==> src/rsc_pkg.sv <==
package rsc_pkg;
   // ----------------------------------------
   // reset cause register layout
   // ----------------------------------------
   localparam int unsigned CAUSE_W = 16;
   localparam logic [CAUSE_W-1:0] CAUSE_RST_VAL = 16'h0000;
   localparam int unsigned EXT_PIN_BIT = 7;
   localparam int unsigned SOFT_BIT = 6;
   localparam int unsigned WDOG_BIT = 4;
   localparam int unsigned ILLEGAL_BIT = 14;
   localparam int unsigned TRAP_BIT = 15;

   // ----------------------------------------
   // instruction decode and traps
   // ----------------------------------------
   localparam int unsigned INSTR_W = 24;
   localparam int unsigned OPC_HI = 23;
   localparam int unsigned OPC_LO = 16;
   localparam logic [7:0] ILLEGAL_OPCODE = 8'h3f;
   localparam int unsigned TRAP_LVL_W = 4;
   localparam logic [TRAP_LVL_W-1:0] HARD_TRAP_MIN = 4'hd;
   localparam logic [TRAP_LVL_W-1:0] HARD_TRAP_MAX = 4'hf;
   localparam logic [TRAP_LVL_W-1:0] ADDR_ERR_LVL = 4'hd;
   localparam logic [TRAP_LVL_W-1:0] OSC_ERR_LVL = 4'he;

   // ----------------------------------------
   // working register array
   // ----------------------------------------
   localparam int unsigned WREG_N = 16;
   localparam int unsigned WREG_IDX_W = 4;
   localparam logic [WREG_IDX_W-1:0] STACK_PTR_IDX = 4'hf;

   // ----------------------------------------
   // timing counts
   // ----------------------------------------
   localparam int unsigned CLK_PERIOD_NS = 5;
   localparam int unsigned INSTR_CYC_NS = 10;
   localparam int unsigned INSTR_DIV = (INSTR_CYC_NS + CLK_PERIOD_NS - 1) / CLK_PERIOD_NS;
   localparam int unsigned GLITCH_MIN_NS = 40;
   localparam int unsigned GLITCH_MIN_CYC = (GLITCH_MIN_NS + CLK_PERIOD_NS - 1) / CLK_PERIOD_NS;

   // ----------------------------------------
   // sequencer states
   // ----------------------------------------
   typedef enum logic [1:0] {
      RSC_RUN = 2'b00,
      RSC_HOLD = 2'b01,
      RSC_VECTOR = 2'b11
   } rsc_state_t;
endpackage

==> src/rsc_wreg_if.sv <==
interface rsc_wreg_if;
   logic clear;
   logic wr_stb;
   logic [rsc_pkg::WREG_IDX_W-1:0] wr_idx;
   logic use_stb;
   logic [rsc_pkg::WREG_IDX_W-1:0] use_idx;
   logic fault;

   modport tracker (
      input clear,
      input wr_stb,
      input wr_idx,
      input use_stb,
      input use_idx,
      output fault
   );

   modport core (
      output clear,
      output wr_stb,
      output wr_idx,
      output use_stb,
      output use_idx,
      input fault
   );
endinterface

==> src/rsc_glitch_filter.sv <==
module rsc_glitch_filter #(
   parameter int unsigned MIN_CYC = rsc_pkg::GLITCH_MIN_CYC,
   parameter int unsigned CNT_W = 8
) (
   // clock and reset
   input wire logic core_clk_i,
   input wire logic sys_rst_i,
   // pin and result
   input wire logic pin_n_i,
   output logic low_o
);
   if (MIN_CYC < 1 || MIN_CYC >= (1 << CNT_W)) begin : g_bad_min
      $error("glitch filter count out of range");
   end

   localparam logic [CNT_W-1:0] MIN_VAL = CNT_W'(MIN_CYC);

   logic [CNT_W-1:0] cnt_reg;
   logic [CNT_W-1:0] cnt_next;
   logic low_reg;
   logic low_next;

   // ----------------------------------------
   // count consecutive low cycles
   // ----------------------------------------
   always_comb begin
      cnt_next = cnt_reg;
      low_next = low_reg;
      if (pin_n_i) begin
         cnt_next = '0;
         low_next = 1'b0;
      end else if (cnt_reg < MIN_VAL) begin
         cnt_next = cnt_reg + 1'b1;
      end else begin
         low_next = 1'b1;
      end
   end

   always_ff @(posedge core_clk_i or posedge sys_rst_i) begin
      if (sys_rst_i) begin
         cnt_reg <= '0;
         low_reg <= 1'b0;
      end else begin
         cnt_reg <= cnt_next;
         low_reg <= low_next;
      end
   end

   assign low_o = low_reg;

   pin_release_a: assert property (@(posedge core_clk_i) disable iff (sys_rst_i)
      pin_n_i |=> !low_o) else $error("filter held low after pin rose");
endmodule

==> src/rsc_top.sv <==
module rsc_top #(
   parameter int unsigned GLITCH_CYC = rsc_pkg::GLITCH_MIN_CYC,
   parameter int unsigned DIV_CYC = rsc_pkg::INSTR_DIV
) (
   // clock and reset
   input wire logic core_clk_i,
   input wire logic sys_rst_i,
   // external pin
   input wire logic master_clear_pin_n_i,
   // core events
   input wire logic soft_reset_instr_i,
   input wire logic instr_valid_i,
   input wire logic [rsc_pkg::INSTR_W-1:0] instr_word_i,
   input wire logic security_violation_i,
   input wire logic sleep_i,
   input wire logic idle_i,
   // watchdog
   input wire logic watchdog_timer_timeout_i,
   // traps
   input wire logic trap_req_i,
   input wire logic [rsc_pkg::TRAP_LVL_W-1:0] trap_level_i,
   input wire logic trap_busy_i,
   input wire logic [rsc_pkg::TRAP_LVL_W-1:0] trap_busy_level_i,
   // working registers
   input wire logic wreg_wr_i,
   input wire logic [rsc_pkg::WREG_IDX_W-1:0] wreg_wr_idx_i,
   input wire logic wreg_ptr_use_i,
   input wire logic [rsc_pkg::WREG_IDX_W-1:0] wreg_ptr_idx_i,
   // cause flag clearing
   input wire logic cause_clr_i,
   input wire logic [rsc_pkg::CAUSE_W-1:0] cause_clr_mask_i,
   // outputs
   output logic system_reset_o,
   output logic vector_fetch_o,
   output logic clk_reinit_o,
   output logic wake_o,
   output logic wreg_clear_o,
   output logic [rsc_pkg::CAUSE_W-1:0] reset_cause_register_o
);
   if (DIV_CYC < 1 || DIV_CYC > 255) begin : g_bad_div
      $error("instruction divider out of range");
   end

   localparam int REL_MAX = 64;
   localparam logic [7:0] DIV_LAST = 8'(DIV_CYC - 1);

   // ----------------------------------------
   // master clear filter and register tracker
   // ----------------------------------------
   logic pin_low;
   rsc_wreg_if wif ();

   rsc_glitch_filter #(
      .MIN_CYC(GLITCH_CYC)
   ) u_filter (
      .core_clk_i(core_clk_i),
      .sys_rst_i(sys_rst_i),
      .pin_n_i(master_clear_pin_n_i),
      .low_o(pin_low)
   );

   rsc_wreg_track u_track (
      .core_clk_i(core_clk_i),
      .sys_rst_i(sys_rst_i),
      .wif(wif)
   );

   // ----------------------------------------
   // instruction cycle divider
   // ----------------------------------------
   logic [7:0] div_reg;
   logic [7:0] div_next;
   logic instr_en;

   always_comb begin
      instr_en = (div_reg == DIV_LAST);
      div_next = instr_en ? 8'h00 : div_reg + 8'h01;
   end

   always_ff @(posedge core_clk_i or posedge sys_rst_i) begin
      if (sys_rst_i) begin
         div_reg <= 8'h00;
      end else begin
         div_reg <= div_next;
      end
   end

   // ----------------------------------------
   // cause detection
   // ----------------------------------------
   logic run;
   logic sleeping;
   logic wdog_rst_evt;
   logic wake_evt;
   logic hard_trap;
   logic trap_evt;
   logic illop_evt;
   logic illegal_evt;
   logic any_evt;
   rsc_pkg::rsc_state_t state_reg;
   rsc_pkg::rsc_state_t state_next;

   always_comb begin
      run = (state_reg == rsc_pkg::RSC_RUN);
      sleeping = sleep_i || idle_i;
      wdog_rst_evt = run && watchdog_timer_timeout_i && !sleeping;
      wake_evt = run && watchdog_timer_timeout_i && sleeping;
      hard_trap = (trap_level_i >= rsc_pkg::HARD_TRAP_MIN) && (trap_level_i <= rsc_pkg::HARD_TRAP_MAX);
      trap_evt = run && trap_req_i && hard_trap && trap_busy_i && (trap_level_i < trap_busy_level_i);
      illop_evt = instr_valid_i && (instr_word_i[rsc_pkg::OPC_HI:rsc_pkg::OPC_LO] == rsc_pkg::ILLEGAL_OPCODE);
      illegal_evt = run && (illop_evt || wif.fault || security_violation_i);
      any_evt = (run && soft_reset_instr_i) || wdog_rst_evt || trap_evt || illegal_evt;
   end

   // ----------------------------------------
   // reset sequencer
   // ----------------------------------------
   logic rst_out_reg;
   logic rst_out_next;
   logic vec_reg;
   logic vec_next;
   logic clk_reg;
   logic clk_next;
   logic wake_reg;
   logic wake_next;
   logic wclr_reg;
   logic wclr_next;

   always_comb begin
      state_next = state_reg;
      case (state_reg)
         rsc_pkg::RSC_RUN: begin
            if (pin_low || any_evt) begin
               state_next = rsc_pkg::RSC_HOLD;
            end
         end
         rsc_pkg::RSC_HOLD: begin
            if (!pin_low && instr_en) begin
               state_next = rsc_pkg::RSC_VECTOR;
            end
         end
         rsc_pkg::RSC_VECTOR: begin
            state_next = pin_low ? rsc_pkg::RSC_HOLD : rsc_pkg::RSC_RUN;
         end
         default: begin
            state_next = rsc_pkg::RSC_HOLD;
         end
      endcase
      rst_out_next = (state_next == rsc_pkg::RSC_HOLD);
      vec_next = (state_next == rsc_pkg::RSC_VECTOR);
      clk_next = pin_low && (state_reg != rsc_pkg::RSC_HOLD);
      wake_next = wake_evt;
      wclr_next = (state_next == rsc_pkg::RSC_HOLD) && (state_reg != rsc_pkg::RSC_HOLD);
   end

   always_ff @(posedge core_clk_i or posedge sys_rst_i) begin
      if (sys_rst_i) begin
         state_reg <= rsc_pkg::RSC_HOLD;
         rst_out_reg <= 1'b1;
         vec_reg <= 1'b0;
         clk_reg <= 1'b0;
         wake_reg <= 1'b0;
         wclr_reg <= 1'b1;
      end else begin
         state_reg <= state_next;
         rst_out_reg <= rst_out_next;
         vec_reg <= vec_next;
         clk_reg <= clk_next;
         wake_reg <= wake_next;
         wclr_reg <= wclr_next;
      end
   end

   assign wif.clear = wclr_reg || rst_out_reg;
   assign wif.wr_stb = wreg_wr_i;
   assign wif.wr_idx = wreg_wr_idx_i;
   assign wif.use_stb = wreg_ptr_use_i && run;
   assign wif.use_idx = wreg_ptr_idx_i;

   // ----------------------------------------
   // reset cause flags
   // ----------------------------------------
   logic [rsc_pkg::CAUSE_W-1:0] cause_reg;
   logic [rsc_pkg::CAUSE_W-1:0] cause_next;
   logic [rsc_pkg::CAUSE_W-1:0] cause_set;

   always_comb begin
      cause_set = '0;
      cause_set[rsc_pkg::EXT_PIN_BIT] = pin_low;
      cause_set[rsc_pkg::SOFT_BIT] = run && soft_reset_instr_i;
      cause_set[rsc_pkg::WDOG_BIT] = wdog_rst_evt;
      cause_set[rsc_pkg::TRAP_BIT] = trap_evt;
      cause_set[rsc_pkg::ILLEGAL_BIT] = illegal_evt;
      cause_next = cause_reg;
      if (cause_clr_i) begin
         cause_next = cause_reg & ~cause_clr_mask_i;
      end
      cause_next = cause_next | cause_set;
   end

   always_ff @(posedge core_clk_i or posedge sys_rst_i) begin
      if (sys_rst_i) begin
         cause_reg <= rsc_pkg::CAUSE_RST_VAL;
      end else begin
         cause_reg <= cause_next;
      end
   end

   assign system_reset_o = rst_out_reg;
   assign vector_fetch_o = vec_reg;
   assign clk_reinit_o = clk_reg;
   assign wake_o = wake_reg;
   assign wreg_clear_o = wclr_reg;
   assign reset_cause_register_o = cause_reg;

   // ----------------------------------------
   // checks
   // ----------------------------------------
   ext_reset_a: assert property (@(posedge core_clk_i) disable iff (sys_rst_i)
      pin_low |=> system_reset_o) else $error("pin low without system reset");

   ext_flag_a: assert property (@(posedge core_clk_i) disable iff (sys_rst_i)
      pin_low |=> reset_cause_register_o[rsc_pkg::EXT_PIN_BIT]) else $error("external pin flag not set");

   soft_enter_a: assert property (@(posedge core_clk_i) disable iff (sys_rst_i)
      (run && soft_reset_instr_i) |=> system_reset_o) else $error("soft reset not asserted");

   soft_release_a: assert property (@(posedge core_clk_i) disable iff (sys_rst_i)
      (state_reg == rsc_pkg::RSC_HOLD && !pin_low && instr_en) |=> (!system_reset_o && vector_fetch_o)
      ##1 !vector_fetch_o) else $error("reset release or vector fetch wrong");

   soft_bounded_a: assert property (@(posedge core_clk_i) disable iff (sys_rst_i)
      (run && soft_reset_instr_i && master_clear_pin_n_i) ##1 master_clear_pin_n_i [*2]
      |-> ##[1:REL_MAX] (vector_fetch_o || pin_low)) else $error("soft reset never released");

   soft_clock_a: assert property (@(posedge core_clk_i) disable iff (sys_rst_i)
      (run && !pin_low && (soft_reset_instr_i || wdog_rst_evt)) |=> !clk_reinit_o)
      else $error("clock reinitialised by soft or watchdog reset");

   ext_clock_a: assert property (@(posedge core_clk_i) disable iff (sys_rst_i)
      (run && pin_low) |=> clk_reinit_o) else $error("pin reset did not reinitialise clock");

   soft_flag_a: assert property (@(posedge core_clk_i) disable iff (sys_rst_i)
      (run && soft_reset_instr_i) |=> reset_cause_register_o[rsc_pkg::SOFT_BIT]) else $error("soft flag missing");

   wdog_reset_a: assert property (@(posedge core_clk_i) disable iff (sys_rst_i)
      (run && watchdog_timer_timeout_i && !sleep_i && !idle_i) |=> system_reset_o && !wake_o)
      else $error("watchdog reset missing");

   wdog_wake_a: assert property (@(posedge core_clk_i) disable iff (sys_rst_i)
      (run && watchdog_timer_timeout_i && (sleep_i || idle_i) && !pin_low && !soft_reset_instr_i &&
       !trap_evt && !illegal_evt) |=> (wake_o && !system_reset_o &&
       reset_cause_register_o[rsc_pkg::WDOG_BIT] == $past(reset_cause_register_o[rsc_pkg::WDOG_BIT])))
      else $error("watchdog in sleep reset the core");

   wdog_flag_a: assert property (@(posedge core_clk_i) disable iff (sys_rst_i)
      wdog_rst_evt |=> reset_cause_register_o[rsc_pkg::WDOG_BIT]) else $error("watchdog flag missing");

   trap_conflict_a: assert property (@(posedge core_clk_i) disable iff (sys_rst_i)
      (run && trap_req_i && trap_busy_i && trap_level_i >= rsc_pkg::ADDR_ERR_LVL &&
       trap_level_i < trap_busy_level_i) |=> (system_reset_o && reset_cause_register_o[rsc_pkg::TRAP_BIT]))
      else $error("trap conflict not reset");

   soft_trap_a: assert property (@(posedge core_clk_i) disable iff (sys_rst_i)
      (trap_req_i && trap_level_i < rsc_pkg::HARD_TRAP_MIN) |-> !trap_evt) else $error("soft trap caused conflict");

   illop_a: assert property (@(posedge core_clk_i) disable iff (sys_rst_i)
      (run && instr_valid_i && instr_word_i[rsc_pkg::OPC_HI:rsc_pkg::OPC_LO] == rsc_pkg::ILLEGAL_OPCODE)
      |=> (system_reset_o && reset_cause_register_o[rsc_pkg::ILLEGAL_BIT])) else $error("illegal opcode missed");

   flag_keep_a: assert property (@(posedge core_clk_i) disable iff (sys_rst_i)
      (reset_cause_register_o[rsc_pkg::SOFT_BIT] && !(cause_clr_i && cause_clr_mask_i[rsc_pkg::SOFT_BIT]))
      |=> reset_cause_register_o[rsc_pkg::SOFT_BIT]) else $error("cause flag lost");

   wreg_clear_a: assert property (@(posedge core_clk_i) disable iff (sys_rst_i)
      $rose(system_reset_o) |-> wreg_clear_o) else $error("registers not cleared on reset");

   sec_reset_a: assert property (@(posedge core_clk_i) disable iff (sys_rst_i)
      (run && security_violation_i) |=> (system_reset_o && reset_cause_register_o[rsc_pkg::ILLEGAL_BIT]))
      else $error("security violation not reset");

   uninit_reset_a: assert property (@(posedge core_clk_i) disable iff (sys_rst_i)
      (run && wif.fault) |=> (system_reset_o && reset_cause_register_o[rsc_pkg::ILLEGAL_BIT]))
      else $error("uninitialized pointer reset missing");

   osc_trap_a: assert property (@(posedge core_clk_i) disable iff (sys_rst_i)
      (run && trap_req_i && trap_busy_i && trap_level_i == rsc_pkg::OSC_ERR_LVL &&
       trap_busy_level_i > rsc_pkg::OSC_ERR_LVL) |=> system_reset_o) else $error("oscillator trap conflict missed");
endmodule

==> src/rsc_wreg_track.sv <==
module rsc_wreg_track (
   // clock and reset
   input wire logic core_clk_i,
   input wire logic sys_rst_i,
   // core side
   rsc_wreg_if.tracker wif
);
   logic [rsc_pkg::WREG_N-1:0] init_reg;
   logic [rsc_pkg::WREG_N-1:0] init_next;
   logic fault_reg;
   logic fault_next;

   // ----------------------------------------
   // written-since-reset tracking
   // ----------------------------------------
   always_comb begin
      init_next = init_reg;
      fault_next = 1'b0;
      if (wif.clear) begin
         init_next = '0;
      end else begin
         if (wif.use_stb && !init_reg[wif.use_idx]) begin
            fault_next = 1'b1;
         end
         if (wif.wr_stb) begin
            init_next[wif.wr_idx] = 1'b1;
         end
      end
      init_next[rsc_pkg::STACK_PTR_IDX] = 1'b1;
   end

   always_ff @(posedge core_clk_i or posedge sys_rst_i) begin
      if (sys_rst_i) begin
         init_reg <= {rsc_pkg::WREG_N{1'b0}};
         fault_reg <= 1'b0;
      end else begin
         init_reg <= init_next;
         fault_reg <= fault_next;
      end
   end

   assign wif.fault = fault_reg;

   // ----------------------------------------
   // check helper: any write since the last clear
   // ----------------------------------------
   logic wr_seen_reg;
   logic wr_seen_next;

   always_comb begin
      wr_seen_next = wr_seen_reg;
      if (wif.clear) begin
         wr_seen_next = 1'b0;
      end else if (wif.wr_stb) begin
         wr_seen_next = 1'b1;
      end
   end

   always_ff @(posedge core_clk_i or posedge sys_rst_i) begin
      if (sys_rst_i) begin
         wr_seen_reg <= 1'b0;
      end else begin
         wr_seen_reg <= wr_seen_next;
      end
   end

   uninit_use_a: assert property (@(posedge core_clk_i) disable iff (sys_rst_i)
      (!wif.clear && !wr_seen_reg && wif.use_stb && wif.use_idx != rsc_pkg::STACK_PTR_IDX)
      |=> wif.fault) else $error("uninitialized pointer use not flagged");

   sp_kept_a: assert property (@(posedge core_clk_i) disable iff (sys_rst_i)
      (wif.use_stb && wif.use_idx == rsc_pkg::STACK_PTR_IDX)
      |=> !wif.fault) else $error("stack pointer treated as uninitialized");
endmodule

==> config.mk <==
export PLATFORM = sky130hd
export DESIGN_NAME = rsc_top
export DESIGN_NICKNAME = d
export VERILOG_FILES = /design/src/rsc_pkg.sv /design/src/rsc_wreg_if.sv /design/src/rsc_glitch_filter.sv /design/src/rsc_top.sv /design/src/rsc_wreg_track.sv
export SDC_FILE = /design/constraint.sdc
export NUM_CORES = 1
export LEC_CHECK = 0
export ABC_AREA = 1
export BUFFER_PORTS_ARGS = -buffer_cell sky130_fd_sc_hd__buf_2
export CAP_MARGIN = 40
export CORE_MARGIN = 4
export CORE_UTILIZATION = 35
export DETAILED_ROUTE_END_ITERATION = 10
export GPL_TIMING_DRIVEN = 0
export PLACE_DENSITY = 0.6
export SYNTH_ARGS = -nofsm -noshare
export SYNTH_HDL_FRONTEND = slang
export SYNTH_SLANG_ARGS = --single-unit
==> constraint.sdc <==
create_clock -name core_clk_i -period 3.9 [get_ports core_clk_i]
set_input_delay 0.39 -clock core_clk_i [delete_from_list [all_inputs] [get_ports core_clk_i]]
set_output_delay 0.39 -clock core_clk_i [all_outputs]
set_load 0.01 [all_outputs]
==> flow_summary.yaml <==
run_status:
  status: "finished clean"
setup_path:
  crit_fanout: 2
  crit_slowest_cell: "dfstp_2"
  reg2reg_from: "div_reg[1]"
  worst-path-stages: 1
  ff2ff_path_depth: 6
  path_class: "reg2out"
  crit_buf_inv: 1
  crit_arrival_ns: 0.99
  crit_family: "flip-flops"
  crit_path_start: "system_reset_o"
  worstSetupEndpointType: "output pin"
  slowest_delay_ns: 0.54
  cp-start-kind: "flip-flop"
  path_cells: "buf_2"
  crit_required_ns: 3.51
synthesis:
  synth_common_cells: "dfrtp_1, nand2_1, inv_1"
  synthArstFlopShare: 1.000
  synth-main-ff-cell: "dfrtp_1"
  synth_most_common_cell: "dfrtp_1"
  synth_edf_count: 0
  synth_top_area_frac: 0.5140
  synth_warnings: 0
  yosysUniqueCellTypes: 36
  yosysSeqAreaShare: 0.5440
  syn_nets: 369
  ys_seq_elements: 57
  synth.largest_area_cell: "dfrtp_1"
  syn_avg_cell_area_um2: 8.972
  syn_area_mm2: 0.002629
  syn_inst: 293
  netlist_top_cells_area: "dfrtp_1, nand2_1, inv_1"
clocking:
  postCtsSetupBuffers: 0
  cts.htree.levels: 3
  ctsHoldBuffers: 0
  clk-insertion-delay-late_ns: 0.33
  clkTransAtPathRegs_ns: 0.07
  cts_resized: 0
  cts_buffers: 9
  cts_tree: "yes"
  cts.sinks: 57
  root_buffer: "clkbuf_8"
  cts.path.max_buffers: 2
grt:
  grt_overflow: 0
  grt_use_total: 0.1309
  grt_max_degree: 34
  antenna_found_initial: 0
  grt_pass1_wl_um: 9142
  grt_pass1_vias: 2091
layout:
  fillers: 762
  nets: 453
  areaGrowthSynthToFinish_pct: 25.51
  layout-drive-gt1-share: 0.3063
  antenna-diode-count: 0
  post-route-util: 0.4525
  finalNonFillerCells: 481
power:
  p_clk_frac: 0.353
  p_int_uw: 954.7
  ir_drop_mv: 0.1909
  pwr-share-comb: 0.145
  p_per_area_mw_per_mm2: 395.4
  swShare: 0.2681
  p_total_uw: 1304
  switching_power_uw: 349.7
  leakage_uw: 0.001752
  power_frac_seq: 0.502
floorplan:
  core.rowCount: 31
  dieArea_mm2: 0.008961
  die_h_um: 94.67
  die_w_um: 94.67
  initial_core_util: 0.3605
  core_mm2: 0.007292
  io_pins: 91
timing:
  tns_ns: 0
  finalCritPeriodShare: 0.3541
  period_minus_slack_ns: 1.381
  setup_viol: 0
  worst_pin_slew_ns: 0.5454
  slew_headroom: 0.6359
  clock.fmax_mhz: 724.1
  rsz0062_at_grt: "false"
  fin_skew_ns: 0.01402
  hold_viol_final: 0
  slew_violations: 0
drt:
  wl_um: 5315
  ant_nets: 0
  drc_errors: 0
  via_count: 2095
  first_pass_iters: 4
  routedWlPerCell_um: 11.05
  drtIter0Drc: 68
  vias_per_cell: 4.356
placement:
  io_buffers: 72
  gp_congestion: 0.8028
  hpwl_um: 4156
  numPlacedInstances: 465
run:
  drv_cap: 0
worst_hold_path:
  min_path_type: "in2async"
[final timing paths]
path / end / slack [ns]
min in group core_clk_i: reset_cause_register_o[1] / 0.23
hold reg to reg: reset_cause_register_o[7] / 0.48
max in group asynchronous: state_reg[0] / 3.16
setup / recovery: system_reset_o / 2.52
hold / removal: reset_cause_register_o[1] / 0.11
setup reg to reg: system_reset_o / 2.55
[power by group through the flow]
| stage | clock network, µW | registers [µW] | logic [µW] |
|---|---|---|---|
| final | 460 | 655 | 189 |
| after global routing | 513 | 661 | 218 |
| after CTS | 479 | 656 | 194 |
| after detailed placement | 0 | 666 | 195 |
| after global placement | 0 | 665 | 187 |
| after floorplan | 0 | 669 | 110 |
[per-stage QoR]
stage	cell area [µm²]	setup WS (ns)	hold WS, ns
2_1_floorplan	2629	2.115	0.4454
3_3_place_gp	3113	1.364	0.4557
3_5_place_dp	3133	2.375	0.4651
4_1_cts	3299	2.498	0.1128
5_1_grt	3299	2.443	0.1387
6_report	3299	2.519	0.1057
[placed cells by master, fill, tap and decap left out, types with 2 or more instances in the layout]
master	netlist	layout
a21boi_1	10	10
a21oi_1	22	22
a21oi_2	2	2
and3_1	3	3
buf_2	4	76
clkbuf_1	2	5
clkbuf_8	0	10
clkinv_1	2	2
clkinv_2	0	2
clkinv_4	2	2
dfrtp_1	54	54
dfstp_2	3	3
ha_1	6	6
inv_1	44	43
inv_2	5	6
nand2_1	47	47
nand2_2	2	2
nand3_1	17	17
nand3_2	4	4
nand3b_1	2	2
nor2_1	30	30
nor2_2	4	4
nor3_2	2	2
o211ai_1	2	2
o21ai_0	4	4
o21ai_1	6	6
or2_1	2	2
xor2_1	2	2
[routing by layer]
layer / vias to the layer above / track usage / wire length, µm
li1: 1096 / - / -
met1: 953 / 0.1546 / 2294
met2: 44 / 0.2184 / 2636
met3: 2 / 0.05737 / 366
met4: 0 / 0.03245 / 17
met5: - / 0 / 0
[layout make-up]
class	count	area (µm²)	area share
inverter	53	209.0	0.06333
multi-input combinational	177	962.2	0.2916
clock buffer	13	148.9	0.04513
buffer	6	27.53	0.008343
tap	99	123.9	0.03754
sequential	57	1430	0.4334
clock inverter	3	17.52	0.005309
timing repair buffer	73	380.4	0.1153
[cells by family (layout without fill, tap and decap cells)]
group           Yosys count  in the layout  synth area share
simple gates            117            117            0.2142
buf+inv                  59            148           0.08996
flops                    57             57            0.5440
compound gates           51             51            0.1152
fa+ha+maj                 6              6           0.02856
xor+xnor                  2              2          0.006665
other cells               1              1          0.001427
(Power assumes the default switching activity.)
